[config.mk]
export PLATFORM = sky130hd
export DESIGN_NAME = ufmc_top
export DESIGN_NICKNAME = d
export VERILOG_FILES = /design/src/common/ufmc_pkg.sv /design/src/verilog/ufmc_top.sv
export VERILOG_INCLUDE_DIRS = /design/src /design/src/common
export SDC_FILE = /design/constraint.sdc
export NUM_CORES = 1
export LEC_CHECK = 0
export ABC_AREA = 0
export BUFFER_PORTS_ARGS = -buffer_cell sky130_fd_sc_hd__buf_2
export CAP_MARGIN = 20
export CORE_ASPECT_RATIO = 0.75
export CORE_MARGIN = 8
export CORE_UTILIZATION = 50
export CTS_CLUSTER_DIAMETER = 30
export DETAILED_ROUTE_END_ITERATION = 7
export GPL_TIMING_DRIVEN = 0
export PLACE_DENSITY = 0.76
export SLEW_MARGIN = 15
export SYNTH_ARGS = -nofsm -noshare
export SYNTH_HDL_FRONTEND = slang
export SYNTH_SLANG_ARGS = --single-unit
export TNS_END_PERCENT = 5
[constraint.sdc]
create_clock -name sys_clk_in -period 2.06 [get_ports sys_clk_in]
set_clock_uncertainty 0.15 [all_clocks]
set_input_delay 0.412 -clock sys_clk_in [delete_from_list [all_inputs] [get_ports sys_clk_in]]
set_output_delay 0.412 -clock sys_clk_in [all_outputs]
set_load 0.05 [all_outputs]
[src/common/ufmc_defines.svh]
// Register indices, field positions, reset values and serial counts for the frame control block
`ifndef UFMC_DEFINES_SVH
`define UFMC_DEFINES_SVH
`define UFMC_IDX_C1     3'h0
`define UFMC_IDX_C2     3'h1
`define UFMC_IDX_STAT   3'h2
`define UFMC_IDX_DATA   3'h3
`define UFMC_IDX_AUX    3'h4
`define UFMC_C1_RST     8'h00
`define UFMC_C2_RST     8'h00
`define UFMC_AUX_RST    1'h0
`define UFMC_C2_TE      3
`define UFMC_ST_TX_BUFFER_EMPTY_FLAG    7
`define UFMC_ST_TC      6
`define UFMC_ST_RX_BUFFER_FULL_FLAG    5
`define UFMC_ST_IDLE    4
`define UFMC_ST_PF      0
`define UFMC_AUX_DIR    0
`define UFMC_FRAME_LEN8 4'ha
`define UFMC_FRAME_LEN9 4'hb
`define UFMC_IDLE_BITS8 4'ha
`define UFMC_IDLE_BITS9 4'hb
`endif

[src/common/ufmc_pkg.sv]
// Types shared by the frame control block
package ufmc_pkg;
    typedef struct packed {
        logic loop;
        logic freeze;
        logic receiver_source_select;
        logic nine;
        logic wake;
        logic idle_count_type;
        logic pe;
        logic odd;
    } ufmc_c1_t;
    typedef struct packed {
        logic tx_empty_irq_enable;
        logic tx_complete_irq_enable;
        logic rx_full_irq_enable;
        logic idle_irq_enable;
        logic te;
        logic re;
        logic rwu;
        logic sbk;
    } ufmc_c2_t;
    typedef enum logic [0:0] {RX_HUNT, RX_DATA} ufmc_rx_st_t;
endpackage : ufmc_pkg

[src/verilog/ufmc_top.sv]
// UART frame format, loop routing, transmitter enable and interrupt control with Wishbone slave
//
// Local design decisions: the register offsets and the Wishbone interface to the registers.
`timescale 1ns/1ps
`include "ufmc_defines.svh"

// Contract
// - Loop select routes transmitter output to receiver and leaves receive pin unused.
// - Wait-freeze bit set stops serial logic while the CPU waits.
// - Receiver source select is ignored while loop select is clear.
// - In loop, source 0 is internal loop-back, source 1 is single wire.
// - Start, eight data bits LSB first, optional ninth bit, then stop.
// - Wakeup method bit picks idle-line or address-mark wakeup for standby.
// - Idle needs 10 or 11 high bit times, start point set by type.
// - Parity enable generates and checks parity in the most significant data bit.
// - Parity type 0 is even, 1 is odd, over whole character.
// - Transmit empty enable requests interrupt while buffer-empty flag is set.
// - Transmit complete enable requests interrupt while complete flag is set.
// - Receive enable requests interrupt while receive-full flag is set.
// - Idle enable requests interrupt while idle flag is set.
// - Transmitter works only with enable set and then drives the transmit pin.
// - In single wire the direction bit decides whether the pin is driven.
// - Enable written off then on during activity queues one idle character.
// - After enable clears, the pin stays driven until pending traffic ends.
// - Second control register may be read or written at any time.
// - Receive pin is released when receiver is off or loop is set.
module ufmc_top (
    input  wire logic        sys_clk_in,
    input  wire logic        srst_in,
    input  wire logic        ce_in,
    input  wire logic        wb_cyc_in,
    input  wire logic        wb_stb_in,
    input  wire logic        wb_we_in,
    input  wire logic [4:0]  wb_adr_in,
    input  wire logic [3:0]  wb_sel_in,
    input  wire logic [31:0] wb_dat_in,
    output logic             wb_ack_out,
    output logic [31:0]      wb_dat_out,
    input  wire logic        bit_tick_in,
    input  wire logic        cpu_wait_in,
    input  wire logic        rxd_pin_in,
    input  wire logic        txd_pin_in,
    output logic             txd_out,
    output logic             txd_oe_n_out,
    output logic             rxd_claim_out,
    output logic             wake_method_out,
    output logic             irq_out
);
    logic [1:0]               rxd_sync_q;
    logic [1:0]               txd_sync_q;
    ufmc_pkg::ufmc_c1_t       c1_q;
    ufmc_pkg::ufmc_c2_t       c2_q;
    logic                     dir_q;
    logic [8:0]               tx_data_q;
    logic [8:0]               rx_data_q;
    logic                     tx_buffer_empty_flag_q;
    logic                     rx_buffer_full_flag_q;
    logic                     idle_q;
    logic                     pf_q;
    logic                     idle_pend_q;
    logic                     idle_arm_q;
    logic [11:0]              tx_sh_q;
    logic [3:0]               tx_cnt_q;
    ufmc_pkg::ufmc_rx_st_t    rx_st_q;
    logic [3:0]               rx_cnt_q;
    logic [10:0]              rx_sh_q;
    logic [3:0]               idle_cnt_q;

    logic                     bus_go;
    logic                     wr_go;
    logic                     rd_go;
    logic [2:0]               idx;
    logic                     data_wr;
    logic                     data_rd;
    logic                     run;
    logic                     step;
    logic                     single;
    logic [3:0]               flen;
    logic [3:0]               ilim;
    logic                     tx_busy;
    logic                     tc;
    logic                     rx_in;
    logic [8:0]               d9;
    logic [11:0]              tx_frame;
    logic                     load_idle;
    logic                     load_data;
    logic [10:0]              rx_full;
    logic [8:0]               rx_word;
    logic                     rx_bad;
    logic                     rx_done;
    logic                     count_ok;
    logic                     idle_hit;
    logic                     own;
    logic [8:0]               rd_val;

    // Bus decode: one request per ack, register lane 0 only
    assign bus_go  = wb_cyc_in & wb_stb_in & ~wb_ack_out;
    assign wr_go   = bus_go & wb_we_in & wb_sel_in[0];
    assign rd_go   = bus_go & ~wb_we_in;
    assign idx     = wb_adr_in[4:2];
    assign data_wr = wr_go & (idx == `UFMC_IDX_DATA);
    assign data_rd = rd_go & (idx == `UFMC_IDX_DATA);

    // Serial logic runs unless frozen during CPU wait
    assign run    = ce_in & ~(cpu_wait_in & c1_q.freeze);
    assign step   = run & bit_tick_in;
    assign single = c1_q.loop & c1_q.receiver_source_select;
    assign flen   = c1_q.nine ? `UFMC_FRAME_LEN9 : `UFMC_FRAME_LEN8;
    assign ilim   = c1_q.nine ? `UFMC_IDLE_BITS9 : `UFMC_IDLE_BITS8;
    assign tx_busy = (tx_cnt_q != 4'h0);
    assign tc      = tx_buffer_empty_flag_q & ~tx_busy & ~idle_pend_q;

    // Receiver input: pin, internal loop, or shared transmit pin node
    assign rx_in = ~c1_q.loop ? rxd_sync_q[1] :
                   (c1_q.receiver_source_select ? txd_sync_q[1] : txd_out);

    // Transmit character with parity in the top data bit
    always_comb
    begin
        d9 = tx_data_q;
        if (c1_q.pe && c1_q.nine)
        begin
            d9[8] = (^tx_data_q[7:0]) ^ c1_q.odd;
        end
        else if (c1_q.pe)
        begin
            d9[7] = (^tx_data_q[6:0]) ^ c1_q.odd;
        end
    end
    assign tx_frame = c1_q.nine ? {3'h7, d9} : {4'hf, d9[7:0]};

    // Queued idle goes before buffered data; data starts only while enabled or back to back behind a busy frame
    assign load_idle = step & ~tx_busy & idle_pend_q;
    assign load_data = step & (~tx_busy | (tx_cnt_q == 4'h1)) & ~load_idle & ~idle_pend_q
                       & ~tx_buffer_empty_flag_q & ~data_wr & (c2_q.te | tx_busy);

    // Received character and parity check
    assign rx_full  = {rx_in, rx_sh_q[10:1]};
    assign rx_word  = c1_q.nine ? rx_full[9:1] : {1'h0, rx_full[9:2]};
    assign rx_bad   = c1_q.pe & ((^rx_word) ^ c1_q.odd);
    assign rx_done  = step & c2_q.re & (rx_st_q == ufmc_pkg::RX_DATA) & (rx_cnt_q == 4'h1);
    assign count_ok = rx_in & ~(c1_q.idle_count_type & (rx_st_q == ufmc_pkg::RX_DATA));
    assign idle_hit = step & c2_q.re & count_ok & idle_arm_q
                      & (idle_cnt_q == 4'(ilim - 4'h1));

    // Pin ownership lasts while traffic is pending
    assign own = c2_q.te | tx_busy | idle_pend_q;

    // Read mux
    always_comb
    begin
        unique case (idx)
            `UFMC_IDX_C1:   rd_val = {1'h0, c1_q};
            `UFMC_IDX_C2:   rd_val = {1'h0, c2_q};
            `UFMC_IDX_STAT: rd_val = {1'h0, tx_buffer_empty_flag_q, tc, rx_buffer_full_flag_q, idle_q, 3'h0, pf_q};
            `UFMC_IDX_DATA: rd_val = rx_data_q;
            `UFMC_IDX_AUX:  rd_val = {8'h00, dir_q};
            default:        rd_val = 9'h000;
        endcase
    end

    // Two-stage synchronisers for the pins
    always_ff @(posedge sys_clk_in)
    begin
        if (srst_in)
        begin
            rxd_sync_q <= 2'h3;
            txd_sync_q <= 2'h3;
        end
        else if (ce_in)
        begin
            rxd_sync_q <= {rxd_sync_q[0], rxd_pin_in};
            txd_sync_q <= {txd_sync_q[0], txd_pin_in};
        end
    end

    // Wishbone answer one cycle after the request
    always_ff @(posedge sys_clk_in)
    begin
        if (srst_in)
        begin
            wb_ack_out <= 1'h0;
            wb_dat_out <= 32'h0000_0000;
        end
        else if (ce_in)
        begin
            wb_ack_out <= bus_go;
            if (rd_go)
            begin
                wb_dat_out <= {23'h00_0000, rd_val};
            end
        end
    end

    // Control registers, writable at any time
    always_ff @(posedge sys_clk_in)
    begin
        if (srst_in)
        begin
            c1_q      <= ufmc_pkg::ufmc_c1_t'(`UFMC_C1_RST);
            c2_q      <= ufmc_pkg::ufmc_c2_t'(`UFMC_C2_RST);
            dir_q     <= `UFMC_AUX_RST;
            tx_data_q <= 9'h000;
        end
        else if (ce_in && wr_go)
        begin
            unique case (idx)
                `UFMC_IDX_C1:   c1_q <= ufmc_pkg::ufmc_c1_t'(wb_dat_in[7:0]);
                `UFMC_IDX_C2:   c2_q <= ufmc_pkg::ufmc_c2_t'(wb_dat_in[7:0]);
                `UFMC_IDX_DATA: tx_data_q <= wb_dat_in[8:0];
                `UFMC_IDX_AUX:  dir_q <= wb_dat_in[`UFMC_AUX_DIR];
                default:        ;
            endcase
        end
    end

    // Status flags; a hardware set wins over a software clear
    always_ff @(posedge sys_clk_in)
    begin
        if (srst_in)
        begin
            tx_buffer_empty_flag_q      <= 1'h1;
            rx_buffer_full_flag_q      <= 1'h0;
            idle_q      <= 1'h0;
            pf_q        <= 1'h0;
            idle_pend_q <= 1'h0;
        end
        else if (ce_in)
        begin
            if (load_data)
                tx_buffer_empty_flag_q <= 1'h1;
            else if (data_wr)
                tx_buffer_empty_flag_q <= 1'h0;
            if (rx_done)
                rx_buffer_full_flag_q <= 1'h1;
            else if (data_rd)
                rx_buffer_full_flag_q <= 1'h0;
            if (idle_hit)
                idle_q <= 1'h1;
            else if (wr_go && idx == `UFMC_IDX_STAT && wb_dat_in[`UFMC_ST_IDLE])
                idle_q <= 1'h0;
            if (rx_done && rx_bad)
                pf_q <= 1'h1;
            else if (wr_go && idx == `UFMC_IDX_STAT && wb_dat_in[`UFMC_ST_PF])
                pf_q <= 1'h0;
            if (wr_go && idx == `UFMC_IDX_C2 && wb_dat_in[`UFMC_C2_TE] && !c2_q.te)
                idle_pend_q <= 1'h1;
            else if (load_idle)
                idle_pend_q <= 1'h0;
        end
    end

    // Transmit shifter: start bit on data load, then one bit per tick
    always_ff @(posedge sys_clk_in)
    begin
        if (srst_in)
        begin
            tx_sh_q  <= 12'hfff;
            tx_cnt_q <= 4'h0;
            txd_out  <= 1'h1;
        end
        else if (load_data)
        begin
            txd_out  <= 1'h0;
            tx_sh_q  <= tx_frame;
            tx_cnt_q <= flen;
        end
        else if (load_idle)
        begin
            txd_out  <= 1'h1;
            tx_sh_q  <= 12'hfff;
            tx_cnt_q <= flen;
        end
        else if (step && tx_busy)
        begin
            txd_out  <= (tx_cnt_q == 4'h1) ? 1'h1 : tx_sh_q[0];
            tx_sh_q  <= {1'h1, tx_sh_q[11:1]};
            tx_cnt_q <= tx_cnt_q - 4'h1;
        end
    end

    // Receiver: hunt for start, then collect data and stop bits
    always_ff @(posedge sys_clk_in)
    begin
        if (srst_in)
        begin
            rx_st_q   <= ufmc_pkg::RX_HUNT;
            rx_cnt_q  <= 4'h0;
            rx_sh_q   <= 11'h000;
            rx_data_q <= 9'h000;
        end
        else if (step && !c2_q.re)
        begin
            rx_st_q <= ufmc_pkg::RX_HUNT;
        end
        else if (step)
        begin
            unique case (rx_st_q)
                ufmc_pkg::RX_HUNT:
                begin
                    if (!rx_in)
                    begin
                        rx_st_q  <= ufmc_pkg::RX_DATA;
                        rx_cnt_q <= 4'(flen - 4'h1);
                    end
                end
                ufmc_pkg::RX_DATA:
                begin
                    rx_sh_q  <= rx_full;
                    rx_cnt_q <= rx_cnt_q - 4'h1;
                    if (rx_cnt_q == 4'h1)
                    begin
                        rx_st_q   <= ufmc_pkg::RX_HUNT;
                        rx_data_q <= rx_word;
                    end
                end
            endcase
        end
    end

    // Idle line counter, armed by each start bit
    always_ff @(posedge sys_clk_in)
    begin
        if (srst_in)
        begin
            idle_cnt_q <= 4'h0;
            idle_arm_q <= 1'h0;
        end
        else if (step && c2_q.re)
        begin
            if (!count_ok)
                idle_cnt_q <= 4'h0;
            else if (idle_cnt_q != 4'hf)
                idle_cnt_q <= idle_cnt_q + 4'h1;
            if (rx_st_q == ufmc_pkg::RX_HUNT && !rx_in)
                idle_arm_q <= 1'h1;
            else if (idle_hit)
                idle_arm_q <= 1'h0;
        end
    end

    // Pin control, wakeup method and interrupt request
    always_ff @(posedge sys_clk_in)
    begin
        if (srst_in)
        begin
            txd_oe_n_out    <= 1'h1;
            rxd_claim_out   <= 1'h0;
            wake_method_out <= 1'h0;
            irq_out         <= 1'h0;
        end
        else if (ce_in)
        begin
            txd_oe_n_out    <= ~(own & ~(single & ~dir_q));
            rxd_claim_out   <= c2_q.re & ~c1_q.loop;
            wake_method_out <= c1_q.wake;
            irq_out         <= (c2_q.tx_empty_irq_enable & tx_buffer_empty_flag_q) | (c2_q.tx_complete_irq_enable & tc)
                               | (c2_q.rx_full_irq_enable & rx_buffer_full_flag_q) | (c2_q.idle_irq_enable & idle_q);
        end
    end
endmodule : ufmc_top

==> out/qor.txt <==
Status: finished with violations
Failing checks: negative setup slack
Final instance area: 5330 sq um
IR drop worst, VDD: 0.000481 V
Worst hold path type: input port to register
Slew HR: 53.4%
Synth Register Bits: 91
Row cnt: 30
Main combinational cell family by area after synthesis: simple AND/OR/NAND/NOR gates
Max-slew violation count: 0
Clk sinks: 91
Met3 Use GR: 6.31%
Max Root-Sink Buffers: 2
CP Capture Type: register
Pleak: 1.98 nW
Post-synthesis cell area: 4610 sq um
Nets: 630
Worst Max-Slew Pin Slew: 0.698 ns
Min cycle time layout: 2.06 ns
Max cap viols: 0
GRT Util Overall: 20.0%
Met2 usage: 29.7%
Worst Setup Start Kind: register
Die Span Y: 99.2 microns
Synth Area in Simple Gates: 22.3%
Drt wl/cell: 17.7 microns
Initial Util: 51.2%
Layout cells sized above 1: 21.3%
Die area: 12600 sq um
Mux share of post-synthesis cell area: 10.3%
Fillers: 806
Yosys warning total: 0
Maximum number of pins on one net before global-route repair: 16
Finish-stage setup viols: 1
RSZ-0062 raised after global routing: true
Post-CTS Hold Buffers: 0
Root buffer cell: clkbuf_16
Post-synth top flop: dfxtp_1
Hpwl dp: 8.99 mm
Global Route met1 Usage: 27.3%
Antenna violations before repair: 0
GRT busiest layer: met2
Sequential share of the synthesized area: 39.5%
Compound-Gate Fraction of Synth Area: 14.5%
Die X: 127 microns
TritonCTS clock tree: built
DP Area: 5000 sq um
Global-route wire length before repair: 20.0 mm
DRT antenna net count: 0
Worst EP required: 2.12 ns
CTS buffer count: 9
Fmax achieved: 484 MHz
Post-Synth Adder-Cell Area: 1.63%
Number of synthesized flops with an enable pin: 0
Vias in the first global route: 3822
Antenna cells: 0
Core footprint: 9010 sq um
Port Buffers: 33
Clk Latency, worst-skew pair: 0.35 ns
Power Density: 738 nW/um^2
WS Path Type: register to register
CP Data Arrival Time: 2.12 ns
Final wirelength: 12.2 mm
Fin. Hold Viols: 0
# IOs: 89
Syn Inst Count: 506
Residual DRC: 0
Synthesized area per cell: 9.11 sq um
Clock-pin slew of the registers on the worst-case setup and hold paths: 0.06 ns
Share of flip-flops with an asynchronous set or reset: 0%
H-tree levels: 3
Synth Area in XOR/XNOR: 3.72%
Gpl congestion: 0.903
First-pass detailed-route iteration total: 5
Via Count: 3947
Final WS setup: -0.00490 ns
Register area: 1820 sq um
Vias per cell: 5.72
DRT iter0 DRCs: 327
Gr ovfl total: 0
Multi-input gate area: 2510 sq um
Area Overhead vs Synth: 15.6%
Hold Slack: 0.130 ns
Netlist cell types: 68
Crit path max fanout: 4
Setup WS pre-CTS: -0.167 ns
Crit share post-route: 100%
## power by group
part | internal, mW | switching [mW] | total (mW)
clock | 0.970 | 0.707 | 1.68
sequential | 1.78 | 0.0209 | 1.80
combinational | 0.152 | 0.303 | 0.455
## path summary, 6_finish.rpt
path	start	cells after the start	to	slack, ns
min	txd_pin_in	2	txd_sync_q[0]	0.13
max	tx_cnt_q[1]	6	tx_cnt_q[0]	-0.005
min reg2reg	wb_dat_out[8]	2	wb_dat_out[8]	0.30
max reg2reg	tx_cnt_q[1]	6	tx_cnt_q[0]	-0.005
## metal layers
metal	up-vias	routed length [microns]	part of all wire, %
met1	1896	5750	47
met5	-	0	0
met3	14	925	7.6
met4	0	124	1.0
li1	1885	-	-
met2	152	5430	44
## state kept, by name, indices dropped and copies added, names as in the netlist, 8 cells and up
register    flops
rx_data_q       9
rx_sh_q         9
tx_data_q       9
tx_sh_q         9
wb_dat_out      9
c1_q            8
c2_q            8
## final cells by class
type / count / area share (%)
timing repair buffer: 34 / 3.24
inverter: 8 / 0.563
multi-input combinational: 373 / 47.2
tap: 112 / 2.63
clock buffer: 10 / 4.48
sequential: 91 / 34.2
buffer: 56 / 6.48
clock inverter: 6 / 1.22
## Yosys cell counts (3+ instances only)
library cell	number	area [sq um]
dfxtp_1	91	1820
nor2_1	62	233
a21oi_1	37	185
mux2i_1	35	350
nand2_1	31	116
buf_4	30	225
nand3_1	16	80.1
xnor2_1	15	131
clkbuf_1	14	52.6
nor3_1	13	65.1
nor2b_1	12	75.1
a211oi_1	10	75.1
nand3b_1	10	75.1
inv_1	8	30.0
buf_2	7	35.0
o221ai_1	7	61.3
a211o_1	6	52.6
ha_1	6	75.1
o21ai_1	6	30.0
a22oi_1	5	37.5
mux2_2	5	56.3
nand2b_1	5	31.3
buf_1	4	15.0
a311oi_1	3	26.3
mux4_2	3	67.6
nand4_1	3	18.8
nor3b_1	3	22.5
nor4_1	3	18.8
o21ai_0	3	15.0
## repair_timing
action                     4_1_cts  5_1_grt
gates resized for setup          2        7
setup buffers                    0        1
cloned                           0        0
setup endpoints to repair        7       18
## cell families (layout without fill, tap and decap cells)
group / count (synthesis) / in the layout
adder cells (fa/ha/maj): 6 / 6
multiplexers: 43 / 43
AND/OR/NAND/NOR: 187 / 187
XOR/XNOR: 18 / 18
flip-flops: 91 / 91
AO/OA/AOI/OAI: 96 / 96
other: 1 / 23
buffers and inverters: 64 / 114
## cells in the final DEF, fill, tap and decap left out, drive strengths merged, types with 3 or more instances in the layout
master / n
a211o: 6
a211oi: 10
a21oi: 38
a221oi: 3
a22oi: 5
a311oi: 3
and2: 3
buf: 75
clkbuf: 25
clkinvlp: 4
conb: 23
dfxtp: 91
ha: 6
inv: 8
mux2: 5
mux2i: 35
mux4: 3
nand2: 31
nand2b: 5
nand3: 19
nand3b: 11
nand4: 3
nor2: 65
nor2b: 12
nor3: 14
nor3b: 3
nor4: 5
o21ai: 10
o221ai: 7
or3: 3
or3b: 3
xnor2: 15
## metrics by stage
stage	setup TNS [ns]	std cells	power [mW]	util, %
after floorplan	0	528	2.17	-
after global placement	-1.07	673	2.26	55.5
after detailed placement	-1.87	673	2.26	55.5
after CTS	0	689	3.92	58.9
after global routing	-0.112	690	4.06	59.2
final	-0.00490	690	3.93	59.2
## critical path: stages, from the launching register on
cell,delay [ns]
dfxtp_1,0.32
inv_1,0.10
ha_2,0.22
or3b_4,0.43
or4_4,0.46
a21oi_2,0.19
nor3_2,0.06
Note: power is estimated with default switching activity, not from simulation.
